$ cat config.mk
export PLATFORM = sky130hd
export DESIGN_NAME = common_device_control
export DESIGN_NICKNAME = d
export VERILOG_FILES = /design/src/rtl/common_ctrl_pkg.sv /design/src/rtl/dev_reset_seq.sv /design/src/rtl/common_device_control.sv
export SDC_FILE = /design/constraint.sdc
export NUM_CORES = 1
export LEC_CHECK = 0
export BUFFER_PORTS_ARGS = -buffer_cell sky130_fd_sc_hd__buf_2
export CORE_MARGIN = 10
export CORE_UTILIZATION = 48
export DETAILED_ROUTE_END_ITERATION = 8
export GPL_TIMING_DRIVEN = 0
export PLACE_DENSITY = 0.78
export SYNTH_ARGS = -nofsm -noshare
export SYNTH_HDL_FRONTEND = slang
export SYNTH_HIERARCHICAL = 1
export SYNTH_SLANG_ARGS = --single-unit
$ cat constraint.sdc
create_clock -name mclk -period 1.8 [get_ports mclk]
set_clock_uncertainty 0.2 [all_clocks]
set_input_delay 0.09 -clock mclk [delete_from_list [all_inputs] [get_ports mclk]]
set_output_delay 0.09 -clock mclk [all_outputs]
set_load 0.01 [all_outputs]
$ cat src/rtl/common_ctrl_pkg.sv
// constants, types and field layout of the common control register group
// Function
// (RULE1) add-bus outputs of a channel drive only when both enables are set
// (RULE2) device add-bus enable at zero forces every add-bus output off
// (RULE3) any reset clears device add-bus and receive output enables
// (RULE4) receive and monitor outputs drive only when both output enables set
// (RULE5) device receive output enable at zero floats every receive output
// (RULE6) interrupt enable and tri-state control together decide the pin drive
// (RULE7) both set: pin driven, polarity given by processor mode
// (RULE8) tri-state control at zero floats the pin in its off state
// (RULE9) software keeps the two test selection bits at zero normally
// (RULE10) loopback control at zero gives normal channel operation
// (RULE11) loopback with AIS enable off sends received line data
// (RULE12) loopback with AIS enable on sends an alarm indication signal
// (RULE13) a set channel reset bit holds that channel in reset
// (RULE14) channel reset bits stay set until software writes zero
// (RULE15) writing one to device reset acts like the hardware reset
// (RULE16) device reset bit clears itself when the sequence is done
// (RULE17) software writes zero to reserved bits
package common_ctrl_pkg;

    // =========================================================
    // register offsets
    localparam logic [7:0] IRQ_OUT_EN_OFS  = 8'hC2;
    localparam logic [7:0] RSVD_C3_OFS     = 8'hC3;
    localparam logic [7:0] RSVD_C4_OFS     = 8'hC4;
    localparam logic [7:0] TEST_LBK_OFS    = 8'hC5;
    localparam logic [7:0] RSVD_C6_OFS     = 8'hC6;
    localparam logic [7:0] RESET_CTRL_OFS  = 8'hC7;

    // =========================================================
    // field positions
    localparam int DEV_RX_OE_BIT     = 0;
    localparam int DEV_ADD_EN_BIT    = 1;
    localparam int IRQ_EN_BIT        = 2;
    localparam int IRQ_TRI_BIT       = 3;
    localparam int LBK_AIS_BIT       = 0;
    localparam int TEST_LO_BIT       = 1;
    localparam int TEST_HI_BIT       = 2;
    localparam int DEV_RST_BIT       = 0;
    localparam int CHAN1_RST_BIT     = 1;
    localparam int CHAN3_RST_BIT     = 3;

    // =========================================================
    // reset values and widths
    localparam logic [3:0] IRQ_OUT_EN_RST = 4'h0;
    localparam logic [2:0] TEST_LBK_RST   = 3'h0;
    localparam logic [2:0] CHAN_RST_RST   = 3'h0;
    localparam int         NUM_CHAN       = 3;

    // =========================================================
    // timing
    localparam int CLK_PERIOD_NS    = 50;
    localparam int DEV_RST_SEQ_NS   = 400;
    localparam int DEV_RST_CYCLES   =
        (DEV_RST_SEQ_NS + CLK_PERIOD_NS - 1) / CLK_PERIOD_NS;
    localparam logic [3:0] DEV_RST_CNT_MAX = 4'(DEV_RST_CYCLES - 1);

    // =========================================================
    // types
    typedef enum logic [1:0] {
        SEQ_IDLE = 2'b01,
        SEQ_BUSY = 2'b10
    } seq_state_t;

    typedef struct packed {
        logic [2:0] addbus_en;
        logic [2:0] rx_oe;
        logic [2:0] loopback;
    } chan_ctrl_t;

    typedef struct packed {
        logic [2:0] addbus_drive;
        logic [2:0] rx_drive;
        logic [2:0] loop_active;
        logic [2:0] ais_insert;
        logic [2:0] chan_reset;
    } chan_out_t;

endpackage

$ cat src/rtl/dev_reset_seq.sv
// self-timed sequencer for the software device reset
`timescale 1ns/10ps
`default_nettype none
module dev_reset_seq (
    input  wire logic mclk,
    input  wire logic srst,
    input  wire logic start,
    output logic      busy
);
    import common_ctrl_pkg::*;

    seq_state_t state_reg;
    seq_state_t state_next;
    logic [3:0] cnt_reg;
    logic [3:0] cnt_next;

    // =========================================================
    // sequence
    always_comb begin
        state_next = state_reg;
        cnt_next   = cnt_reg;
        case (state_reg)
            SEQ_IDLE: begin
                cnt_next = 4'h0;
                if (start) begin
                    state_next = SEQ_BUSY;
                end
            end
            SEQ_BUSY: begin
                cnt_next = cnt_reg + 4'h1;
                // (RULE16) ends after fixed count
                if (cnt_reg == DEV_RST_CNT_MAX) begin
                    state_next = SEQ_IDLE;
                    cnt_next   = 4'h0;
                end
            end
            default: begin
                state_next = SEQ_IDLE;
                cnt_next   = 4'h0;
            end
        endcase
    end

    always_ff @(posedge mclk) begin
        if (srst) begin
            state_reg <= SEQ_IDLE;
            cnt_reg   <= 4'h0;
        end else begin
            state_reg <= state_next;
            cnt_reg   <= cnt_next;
        end
    end

    assign busy = (state_reg == SEQ_BUSY);

endmodule
`default_nettype wire

$ cat src/rtl/common_device_control.sv
// common device control registers and output gating
`timescale 1ns/10ps
`default_nettype none
module common_device_control (
    input  wire logic                        mclk,
    input  wire logic                        srst,
    input  wire logic [7:0]                  reg_addr,
    input  wire logic [7:0]                  reg_wdata,
    input  wire logic                        reg_wr,
    input  wire logic                        reg_rd,
    output logic [7:0]                       reg_rdata,
    input  wire logic                        motorola_mode,
    input  wire logic                        irq_event,
    output logic                             irq_out,
    output logic                             irq_oe,
    input  wire common_ctrl_pkg::chan_ctrl_t chan_ctrl,
    output common_ctrl_pkg::chan_out_t       chan_out,
    output logic [1:0]                       test_sel,
    output logic                             device_reset
);
    import common_ctrl_pkg::*;

    // =========================================================
    // helpers
    function automatic logic [2:0] gate3(input logic dev,
                                         input logic [2:0] chan);
        gate3 = chan & {3{dev}};
    endfunction

    // =========================================================
    // pin synchroniser for the processor mode strap
    logic mode_meta_reg;
    logic mode_sync_reg;

    always_ff @(posedge mclk) begin
        if (srst) begin
            mode_meta_reg <= 1'b0;
            mode_sync_reg <= 1'b0;
        end else begin
            mode_meta_reg <= motorola_mode;
            mode_sync_reg <= mode_meta_reg;
        end
    end

    // =========================================================
    // decode
    wire hit_irq_out = (reg_addr == IRQ_OUT_EN_OFS);
    wire hit_test    = (reg_addr == TEST_LBK_OFS);
    wire hit_reset   = (reg_addr == RESET_CTRL_OFS);

    logic seq_busy;
    // soft reset blocks writes so the cleared state cannot be undone midway
    wire  wr_ok      = reg_wr & ~seq_busy;
    // (RULE15) device reset bit starts sequence
    wire  seq_start  = wr_ok & hit_reset & reg_wdata[DEV_RST_BIT];
    wire  clear_all  = seq_busy;
    // (RULE15) add-bus, receive and interrupt outputs forced off for the whole soft reset
    // gating here keeps the first busy cycle clean, before registers clear
    wire  outs_live  = ~seq_busy;

    dev_reset_seq u_seq (
        .mclk  (mclk),
        .srst  (srst),
        .start (seq_start),
        .busy  (seq_busy)
    );

    // =========================================================
    // control registers
    logic [3:0] irq_out_en_reg;
    logic [2:0] test_lbk_reg;
    logic [2:0] chan_rst_reg;

    // (RULE3) hardware or device reset clears enables
    always_ff @(posedge mclk) begin
        if (srst || clear_all) begin
            irq_out_en_reg <= IRQ_OUT_EN_RST;
        end else if (wr_ok && hit_irq_out) begin
            // reserved bits are not stored and read as zero
            irq_out_en_reg <= reg_wdata[IRQ_TRI_BIT:DEV_RX_OE_BIT];
        end
    end

    always_ff @(posedge mclk) begin
        if (srst || clear_all) begin
            test_lbk_reg <= TEST_LBK_RST;
        end else if (wr_ok && hit_test) begin
            test_lbk_reg <= reg_wdata[TEST_HI_BIT:LBK_AIS_BIT];
        end
    end

    // (RULE14) chan_rst_reg held until written zero or cleared by a reset
    always_ff @(posedge mclk) begin
        if (srst || clear_all) begin
            chan_rst_reg <= CHAN_RST_RST;
        end else if (wr_ok && hit_reset) begin
            chan_rst_reg <= reg_wdata[CHAN3_RST_BIT:CHAN1_RST_BIT];
        end
    end

    wire dev_rx_oe  = irq_out_en_reg[DEV_RX_OE_BIT];
    wire dev_add_en = irq_out_en_reg[DEV_ADD_EN_BIT];
    wire irq_en     = irq_out_en_reg[IRQ_EN_BIT];
    wire irq_tri    = irq_out_en_reg[IRQ_TRI_BIT];
    wire lbk_ais    = test_lbk_reg[LBK_AIS_BIT];

    // =========================================================
    // read port
    wire [7:0] rd_irq   = {4'h0, irq_out_en_reg};
    wire [7:0] rd_test  = {5'h00, test_lbk_reg};
    wire [7:0] rd_reset = {4'h0, chan_rst_reg, seq_busy};
    wire [7:0] rd_mux   = hit_irq_out ? rd_irq :
                          hit_test    ? rd_test :
                          hit_reset   ? rd_reset : 8'h00;

    always_ff @(posedge mclk) begin
        if (srst) begin
            reg_rdata <= 8'h00;
        end else if (reg_rd) begin
            reg_rdata <= rd_mux;
        end
    end

    // =========================================================
    // interrupt pin
    // (RULE6) enable and tri-state control combined
    wire irq_active = irq_event & irq_en & outs_live;
    // (RULE7) polarity follows processor mode
    wire irq_level  = irq_active ^ mode_sync_reg;
    // (RULE8) off state floats unless tri-state control and interrupt enable both set
    wire irq_drive  = irq_active | (irq_tri & irq_en & outs_live);

    // =========================================================
    // channel outputs
    // (RULE1) add bus needs both enables
    // (RULE2) device enable off forces all off
    wire [2:0] add_drive  = gate3(dev_add_en & outs_live,
                                  chan_ctrl.addbus_en);
    // (RULE4) receive outputs need both enables
    // (RULE5) device enable off floats all
    wire [2:0] rx_drive   = gate3(dev_rx_oe & outs_live, chan_ctrl.rx_oe);
    // (RULE10) no loopback means normal path
    // (RULE11) loopback carries received data
    wire [2:0] loop_act   = chan_ctrl.loopback;
    // (RULE12) loopback with AIS substitution
    wire [2:0] ais_ins    = gate3(lbk_ais, chan_ctrl.loopback);
    // (RULE13) channel held in reset
    wire [2:0] chan_rst   = chan_rst_reg | {3{seq_busy}};

    always_ff @(posedge mclk) begin
        if (srst) begin
            chan_out     <= '0;
            irq_out      <= 1'b0;
            irq_oe       <= 1'b0;
            device_reset <= 1'b0;
            test_sel     <= 2'b00;
        end else begin
            chan_out.addbus_drive <= add_drive;
            chan_out.rx_drive     <= rx_drive;
            chan_out.loop_active  <= loop_act;
            chan_out.ais_insert   <= ais_ins;
            chan_out.chan_reset   <= chan_rst;
            irq_out               <= irq_level;
            irq_oe                <= irq_drive;
            device_reset          <= seq_busy;
            test_sel              <= test_lbk_reg[TEST_HI_BIT:TEST_LO_BIT];
        end
    end

endmodule
`default_nettype wire

==> results of run 1 <==
cells in the mapped netlist, types with 3 or more instances:
cell	count	area [sq um]
nand2_1	12	45.04
inv_1	6	22.52
nand4b_1	3	26.28
mux2_2	3	33.78
mux2i_1	7	70.07
nor2b_1	9	56.30
nor2_1	13	48.80
and2_1	4	25.02
nor3b_1	3	22.52
a21oi_1	3	15.01
buf_4	6	45.04
dfxtp_1	42	840.8
o32ai_1	3	26.28
and3_1	6	37.54
o31ai_1	3	22.52
nand4_1	5	31.28
a22oi_1	3	22.52
what timing repair did:
action / CTS / global route
endpoints found under the hold margin: 37 / 0
endpoints found under the setup margin: 0 / 2
resized for setup: 0 / 2
hold buffers: 26 / 0
area by class of cell:
| class | instances | area (sq um) | share of cell area, % |
|---|---|---|---|
| antenna | 1 | 2.502 | 0.1104 |
| buffer | 11 | 75.07 | 3.313 |
| clock buffer | 7 | 55.05 | 2.430 |
| clock inverter | 1 | 5.005 | 0.2209 |
| inverter | 6 | 22.52 | 0.9939 |
| multi-input combinational | 102 | 711.9 | 31.42 |
| sequential | 42 | 840.8 | 37.11 |
| tap | 46 | 57.56 | 2.540 |
| timing repair buffer | 74 | 495.5 | 21.87 |
cells by family after synthesis:
| kind of cell | count (synthesis) | share of synthesized area [%] |
|---|---|---|
| buffers and inverters | 17 | 5.953 |
| other | 1 | 0.2288 |
| multiplexers | 10 | 6.336 |
| XOR/XNOR | 3 | 1.603 |
| AND/OR/NAND/NOR | 68 | 25.80 |
| AO/OA/AOI/OAI | 16 | 8.015 |
| flip-flops | 42 | 51.30 |
| adder cells (fa/ha/maj) | 1 | 0.7632 |
power breakdown:
part / internal (mW) / switching [mW] / total (mW)
combinational: 0.0855 / 0.0669 / 0.152
clock: 0.189 / 0.283 / 0.472
sequential: 0.936 / 0.00195 / 0.938
total: 1.21 / 0.352 / 1.56
layer usage:
layer | vias up | wire (microns) | global-route usage, % | share of wire (%)
met5 | - | 0 | 0 | 0
met4 | 0 | 103 | 8.244 | 2.6
met3 | 9 | 282 | 5.467 | 7.0
met2 | 37 | 2016 | 23.93 | 50
met1 | 626 | 1609 | 13.47 | 40
li1 | 708 | - | - | -
cells in the final DEF (no fill, tap or decap), types with 2 or more instances in the layout:
cell type,count
a21oi_1,3
a22oi_1,3
and2_1,4
and3_1,6
and4_4,2
buf_2,50
buf_4,8
clkbuf_1,2
clkbuf_4,5
conb_1,4
dfxtp_1,42
dlygate4sd3_1,24
inv_1,6
mux2_2,3
mux2i_1,7
nand2_1,12
nand4_1,5
nand4b_1,3
nor2_1,13
nor2b_1,9
nor3b_1,3
nor3b_2,2
o31ai_1,3
o32ai_1,3
xor2_1,2
critical path: stages:
cell	delay [ns]
dlygate4sd3_1	0.53
buf_2	0.15
nor2b_1	0.25
nand4_1	0.18
nor3b_1	0.21
nand4b_1	0.13
and2_1	0.18
stage by stage:
step | power (mW) | hold WS (ns) | area (sq um) | cells | setup WS, ns
after floorplan | 1.016 | 0.01080 | 1650 | 161 | 0.4305
after global placement | 1.065 | 0.09705 | 1958 | 257 | 0.2357
after detailed placement | 1.068 | 0.1292 | 1958 | 257 | 0.2158
after CTS | 1.573 | 0.02973 | 2278 | 291 | 0.06553
after global routing | 1.626 | 0.04559 | 2266 | 290 | 0.03637
final | 1.562 | 0.03629 | 2266 | 290 | 0.1217
final timing paths:
path	to	slack, ns	startpoint	depth (start not counted)
max	u_seq/state_reg[0]$_SDFFE_PP1P_	0.12	reg_addr[3]	7
min	reg_rdata[0]$_SDFFE_PP0P_	0.04	reg_addr[1]	4
min reg2reg	u_seq/cnt_reg[0]$_SDFF_PP0_	0.25	u_seq/cnt_reg[0]$_SDFF_PP0_	1
max reg2reg	chan_rst_reg[1]$_SDFFE_PP0P_	0.23	u_seq/state_reg[1]$_SDFFE_PP0P_	6
==> reports/results.tsv, run 1 <==
stage	metric	value	unit
outcome	status	complete, no violations	
synthesis	yosys_warnings	6	
synthesis	ys_seq_elements	42	
critical_path	startpoint_type	input port	
power	max-vdd-ir-drop	0.4113	mV
critical_path	worstSetupPathType	input port to flop	
sta	slew_violations	0	
floorplan	core_area	3311	sq um
synthesis	synth-main-ff-cell	dfxtp_1	
floorplan	die_w	78.44	microns
floorplan	boundaryPins	59	
cts	cts_sinks	42	
critical_path	end_kind	flop	
sta	finalHoldViolations	0	
synthesis	avgSynthCellArea	10.37	sq um
detailed_routing	drt_iter0_drc	96	
detailed_routing	vias	1380	
synthesis	synth_cell_type_count	40	
floorplan	initial_utilization	49.51	%
synthesis	async_flop_share	0	%
cells_and_area	fillers	287	
cells_and_area	largest_register_ffs	15	
cts	numCtsBuffers	5	
cells_and_area	drive_gt1_share	32.92	%
floorplan	fp-row-count	21	
global_routing	grt.overflow.total	0	
floorplan	dieHeight	78.44	microns
detailed_routing	viasPerCell	4.759	
global_routing	antenna_found_initial	1	
cts	postCtsSetupBuffers	0	
cts	cts_tree	yes	
cts	path_clk_slew	0.12	ns
sta	fin_tns_setup	0	ns
global_routing	grt_first_pass_wirelength	6796	microns
synthesis	synthCells	158	
cts	htreeDepth	2	
cts	cts.path.max_buffers	2	
global_routing	grt_start_max_net_pins	13	
hold_path	hold_path.class	input port to flop	
synthesis	netlist_area	1639	sq um
sta	rsz0062_at_grt	no	
detailed_routing	drt_wl_total	4012	microns
floorplan	dieArea	6152	sq um
global_routing	grt_pass1_vias	1497	
sta	period_share	93.24	%
flow_run	drv_cap	0	
cells_and_area	syn2layout_area_growth	38.24	%
detailed_routing	ant_nets	0	
critical_path	crit_arrival	1.73	ns
power	p_leak	1.038	nW
cells_and_area	regMostFlops	chan_out	
cts	clk_latency	0.34	ns
detailed_routing	drcViolationCount	0	
critical_path	cp_max_fo	5	
detailed_routing	wl_per_cell	13.83	microns
sta	min_period	1.678	ns
cts	cts_root_buf	clkbuf_4	
place	portBuffers	50	
sta	max_clock_freq	595.9	MHz
cells_and_area	final_nets	274	
place	dp_hpwl	2943	microns
detailed_routing	dr.pass1.iters	4	
place	gp_congestion	0.8570	
cells_and_area	final_core_util	68.44	%
synthesis	synth_edf_count	0	
synthesis	ys_seq_area_share	51.30	%
critical_path	required	1.85	ns
power	p_per_area	689.5	nW/um^2
sta	finalSetupViolCount	0	
global_routing	track_usage	13.74	%
Power figures use the tool's default switching activity.
==> run 2: changes to the inputs <==
--- a/config.mk
+++ b/config.mk
@@ -6,11 +6,13 @@
 export NUM_CORES = 1
 export LEC_CHECK = 0
 export BUFFER_PORTS_ARGS = -buffer_cell sky130_fd_sc_hd__buf_2
+export CAP_MARGIN = 40
 export CORE_MARGIN = 10
-export CORE_UTILIZATION = 48
+export CORE_UTILIZATION = 50
+export CTS_BUF_LIST = sky130_fd_sc_hd__clkbuf_4
 export DETAILED_ROUTE_END_ITERATION = 8
 export GPL_TIMING_DRIVEN = 0
-export PLACE_DENSITY = 0.78
+export PLACE_DENSITY = 0.8
 export SYNTH_ARGS = -nofsm -noshare
 export SYNTH_HDL_FRONTEND = slang
 export SYNTH_HIERARCHICAL = 1
==> run 2 against run 1 <==
  * Sequential power about the same
  * Clock-buffer cell count down 2
  * Wire length up 4.5%
  * Combinational power about the same
  * Worst setup slack worse by 0.049 ns
  * Die area down 3.0%
  * Via count up 0.58%
  * Final cell count down 1.0%
  * Non-clock buffer count unchanged
  * Flip-flop and latch count unchanged
  * Hold slack worse by 0.019 ns
  * Total power down 1.9%
  * Largest power group unchanged
==> reports/results.tsv, run 2 (synthesis gave the netlist of run 1 again) <==
stage	metric	value	unit	change
critical_path	cp_common_cell	dlygate4sd3_1		
cts	postCtsSetupBuffers	0		unchanged
sta	period_share	95.97	%	+2.7 points
sta	rsz0062_at_grt	no		
floorplan	dieArea	5968	sq um	-3.0%
sta	fin_tns_setup	0	ns	unchanged
hold_path	min_from	reg_addr[2]		
cells_and_area	regMostFlops	chan_out		
outcome	status	complete, no violations		
detailed_routing	vias	1388		+0.58%
cts	cts_tree	yes		
cells_and_area	area.sequential	840.8	sq um	unchanged
floorplan	dieHeight	77.26	microns	-1.5%
floorplan	initial_utilization	52.82	%	+3.3 points
cts	htreeDepth	2		unchanged
cts	cts_sinks	42		unchanged
cells_and_area	mostFrequentLayoutCells	buf_2, dfxtp_1, dlygate4sd3_1		
floorplan	core_area	3103	sq um	-6.3%
critical_path	critPathLaunch	reg_addr[0]		
critical_path	startpoint_type	input port		
detailed_routing	ant_nets	0		unchanged
global_routing	antenna_found_initial	0		-1
critical_path	worst_r2r_path_depth	6		unchanged
place	gp_congestion	0.8216		-4.1%
place	dp_hpwl	2817	microns	-4.3%
cells_and_area	multi_input_area	718.2	sq um	+0.88%
cts	path_clk_slew	0.12	ns	about the same
power	p_per_area	677.5	nW/um^2	-1.7%
cells_and_area	fillers	240		-16%
floorplan	fp-row-count	20		-4.8%
sta	fin_hold_ws	0.01714	ns	-0.01915 ns
sta	finalSetupViolCount	0		unchanged
sta	max_clock_freq	578.9	MHz	-2.8%
cells_and_area	drive_gt1_share	32.51	%	-0.41 points
critical_path	crit_buf_inv	4		+2
floorplan	boundaryPins	59		unchanged
sta	min_period	1.727	ns	+0.04915 ns
cells_and_area	antennaDiodeCount	0		-1
critical_path	cp_top_family	buffers and inverters		
global_routing	grt_start_max_net_pins	14		+1
critical_path	crit_slowest_cell	dlygate4sd3_1		
flow_run	drv_cap	0		unchanged
critical_path	reg2reg_slack	0.19	ns	-0.04 ns
cts	cts.path.max_buffers	2		unchanged
critical_path	cp_cell_sequence	dlygate4sd3_1 -> buf_2 -> and2_4 -> buf_6 -> nand4_1 -> dlygate4sd3_1 -> a21oi_1		
critical_path	worstSetupPathType	input port to flop		
detailed_routing	wl_per_cell	14.61	microns	+5.6%
cts	cts_root_buf	clkbuf_4		
critical_path	cp_max_fo	9		+4
cells_and_area	final_nets	274		unchanged
critical_path	required	1.90	ns	+0.05 ns
cells_and_area	largest_register_ffs	15		unchanged
critical_path	worstReg2RegStart	u_seq/state_reg[1]$_SDFFE_PP0P_		
critical_path	end_kind	flop		
critical_path	crit_arrival	1.82	ns	+0.09 ns
detailed_routing	drcViolationCount	0		unchanged
global_routing	track_usage	14.49	%	+0.75 points
detailed_routing	drt_iter0_drc	108		+13%
place	portBuffers	50		unchanged
detailed_routing	dr.pass1.iters	4		unchanged
cells_and_area	syn2layout_area_growth	38.09	%	
hold_path	hold_path.class	input port to flop		
global_routing	grt.overflow.total	0		unchanged
power	max-vdd-ir-drop	0.4276	mV	+4.0%
detailed_routing	drt_wl_total	4192	microns	+4.5%
cts	clk_latency	0.35	ns	about the same
hold_path	whs_path_depth	4		unchanged
floorplan	die_w	77.26	microns	-1.5%
global_routing	grt_pass1_vias	1407		-6.0%
critical_path	critPathMaxStageDelay	0.57	ns	+0.04 ns
sta	finalHoldViolations	0		unchanged
sta	slew_violations	0		unchanged
hold_path	whs_endpoint	irq_out_en_reg[1]$_SDFFE_PP0P_		
cells_and_area	layout_commonest_cell	buf_2		
power	p_leak	1.036	nW	-0.19%
critical_path	rr_endpoint	chan_rst_reg[0]$_SDFFE_PP0P_		
cts	numCtsBuffers	5		unchanged
detailed_routing	viasPerCell	4.836		+1.6%
global_routing	grt_first_pass_wirelength	6969	microns	+2.5%
==> run 2: where the power goes <==
part	total (mW)	switching [mW]	internal, mW
combinational	0.153	0.0690	0.0835
clock	0.444	0.298	0.145
sequential	0.937	0.00156	0.936
==> run 2: routing by layer <==
layer / track usage [%] / routed length, microns
met2: 25.08 / 2172
met5: 0 / 0
met4: 6.752 / 118
met1: 15.16 / 1665
met3: 5.361 / 235
==> run 2: worst max-delay path by stage <==
stage | endpoint | slack (ns) | depth (start not counted)
global placement | u_seq/state_reg[0]$_SDFFE_PP1P_ | 0.24 | 7
floorplan | reg_rdata[0]$_SDFFE_PP0P_ | 0.43 | 5
detailed placement | chan_rst_reg[0]$_SDFFE_PP0P_ | 0.20 | 6
global route | u_seq/state_reg[0]$_SDFFE_PP1P_ | 0.0009 | 7
finish | test_lbk_reg[2]$_SDFFE_PP0P_ | 0.07 | 7
CTS | test_lbk_reg[2]$_SDFFE_PP0P_ | 0.07 | 6
==> run 2: what timing repair did <==
action                                 in CTS  in global routing
hold buffers                               25                  0
resized for setup                           0                  2
setup endpoints to repair                   0                  2
endpoints found under the hold margin      37                  0
==> run 2: worst reg2reg max path: stages (launching register included) <==
cell and delay [ns]:
dfxtp_1 0.33, nor2b_4 0.13, clkbuf_2 0.20, nor2_4 0.22, buf_2 0.24, nand2_1 0.10
mux2i_1 0.14
==> run 2: per-stage QoR <==
step                setup WS, ns  utilization, %  area (sq um)  std cells  power [mW]
floorplan                 0.4305               -          1650        161       1.016
global route           0.0009348           72.94          2263        287       1.602
global placement          0.2403           63.02          1956        255       1.064
CTS                      0.07324           72.82          2260        288       1.537
finish                   0.07258           72.94          2263        287       1.533
detailed placement        0.2030           63.02          1956        255       1.066
==> run 2: cell type report <==
| cell class | instances | area share [%] |
|---|---|---|
| repair buffers | 74 | 22.00 |
| multi-input cells | 102 | 31.73 |
| plain buffers | 11 | 3.317 |
| inverters | 6 | 0.9950 |
| well taps | 44 | 2.432 |
| clock buffers | 5 | 1.658 |
| flip-flops and latches | 42 | 37.15 |
| clock inverters | 3 | 0.7186 |
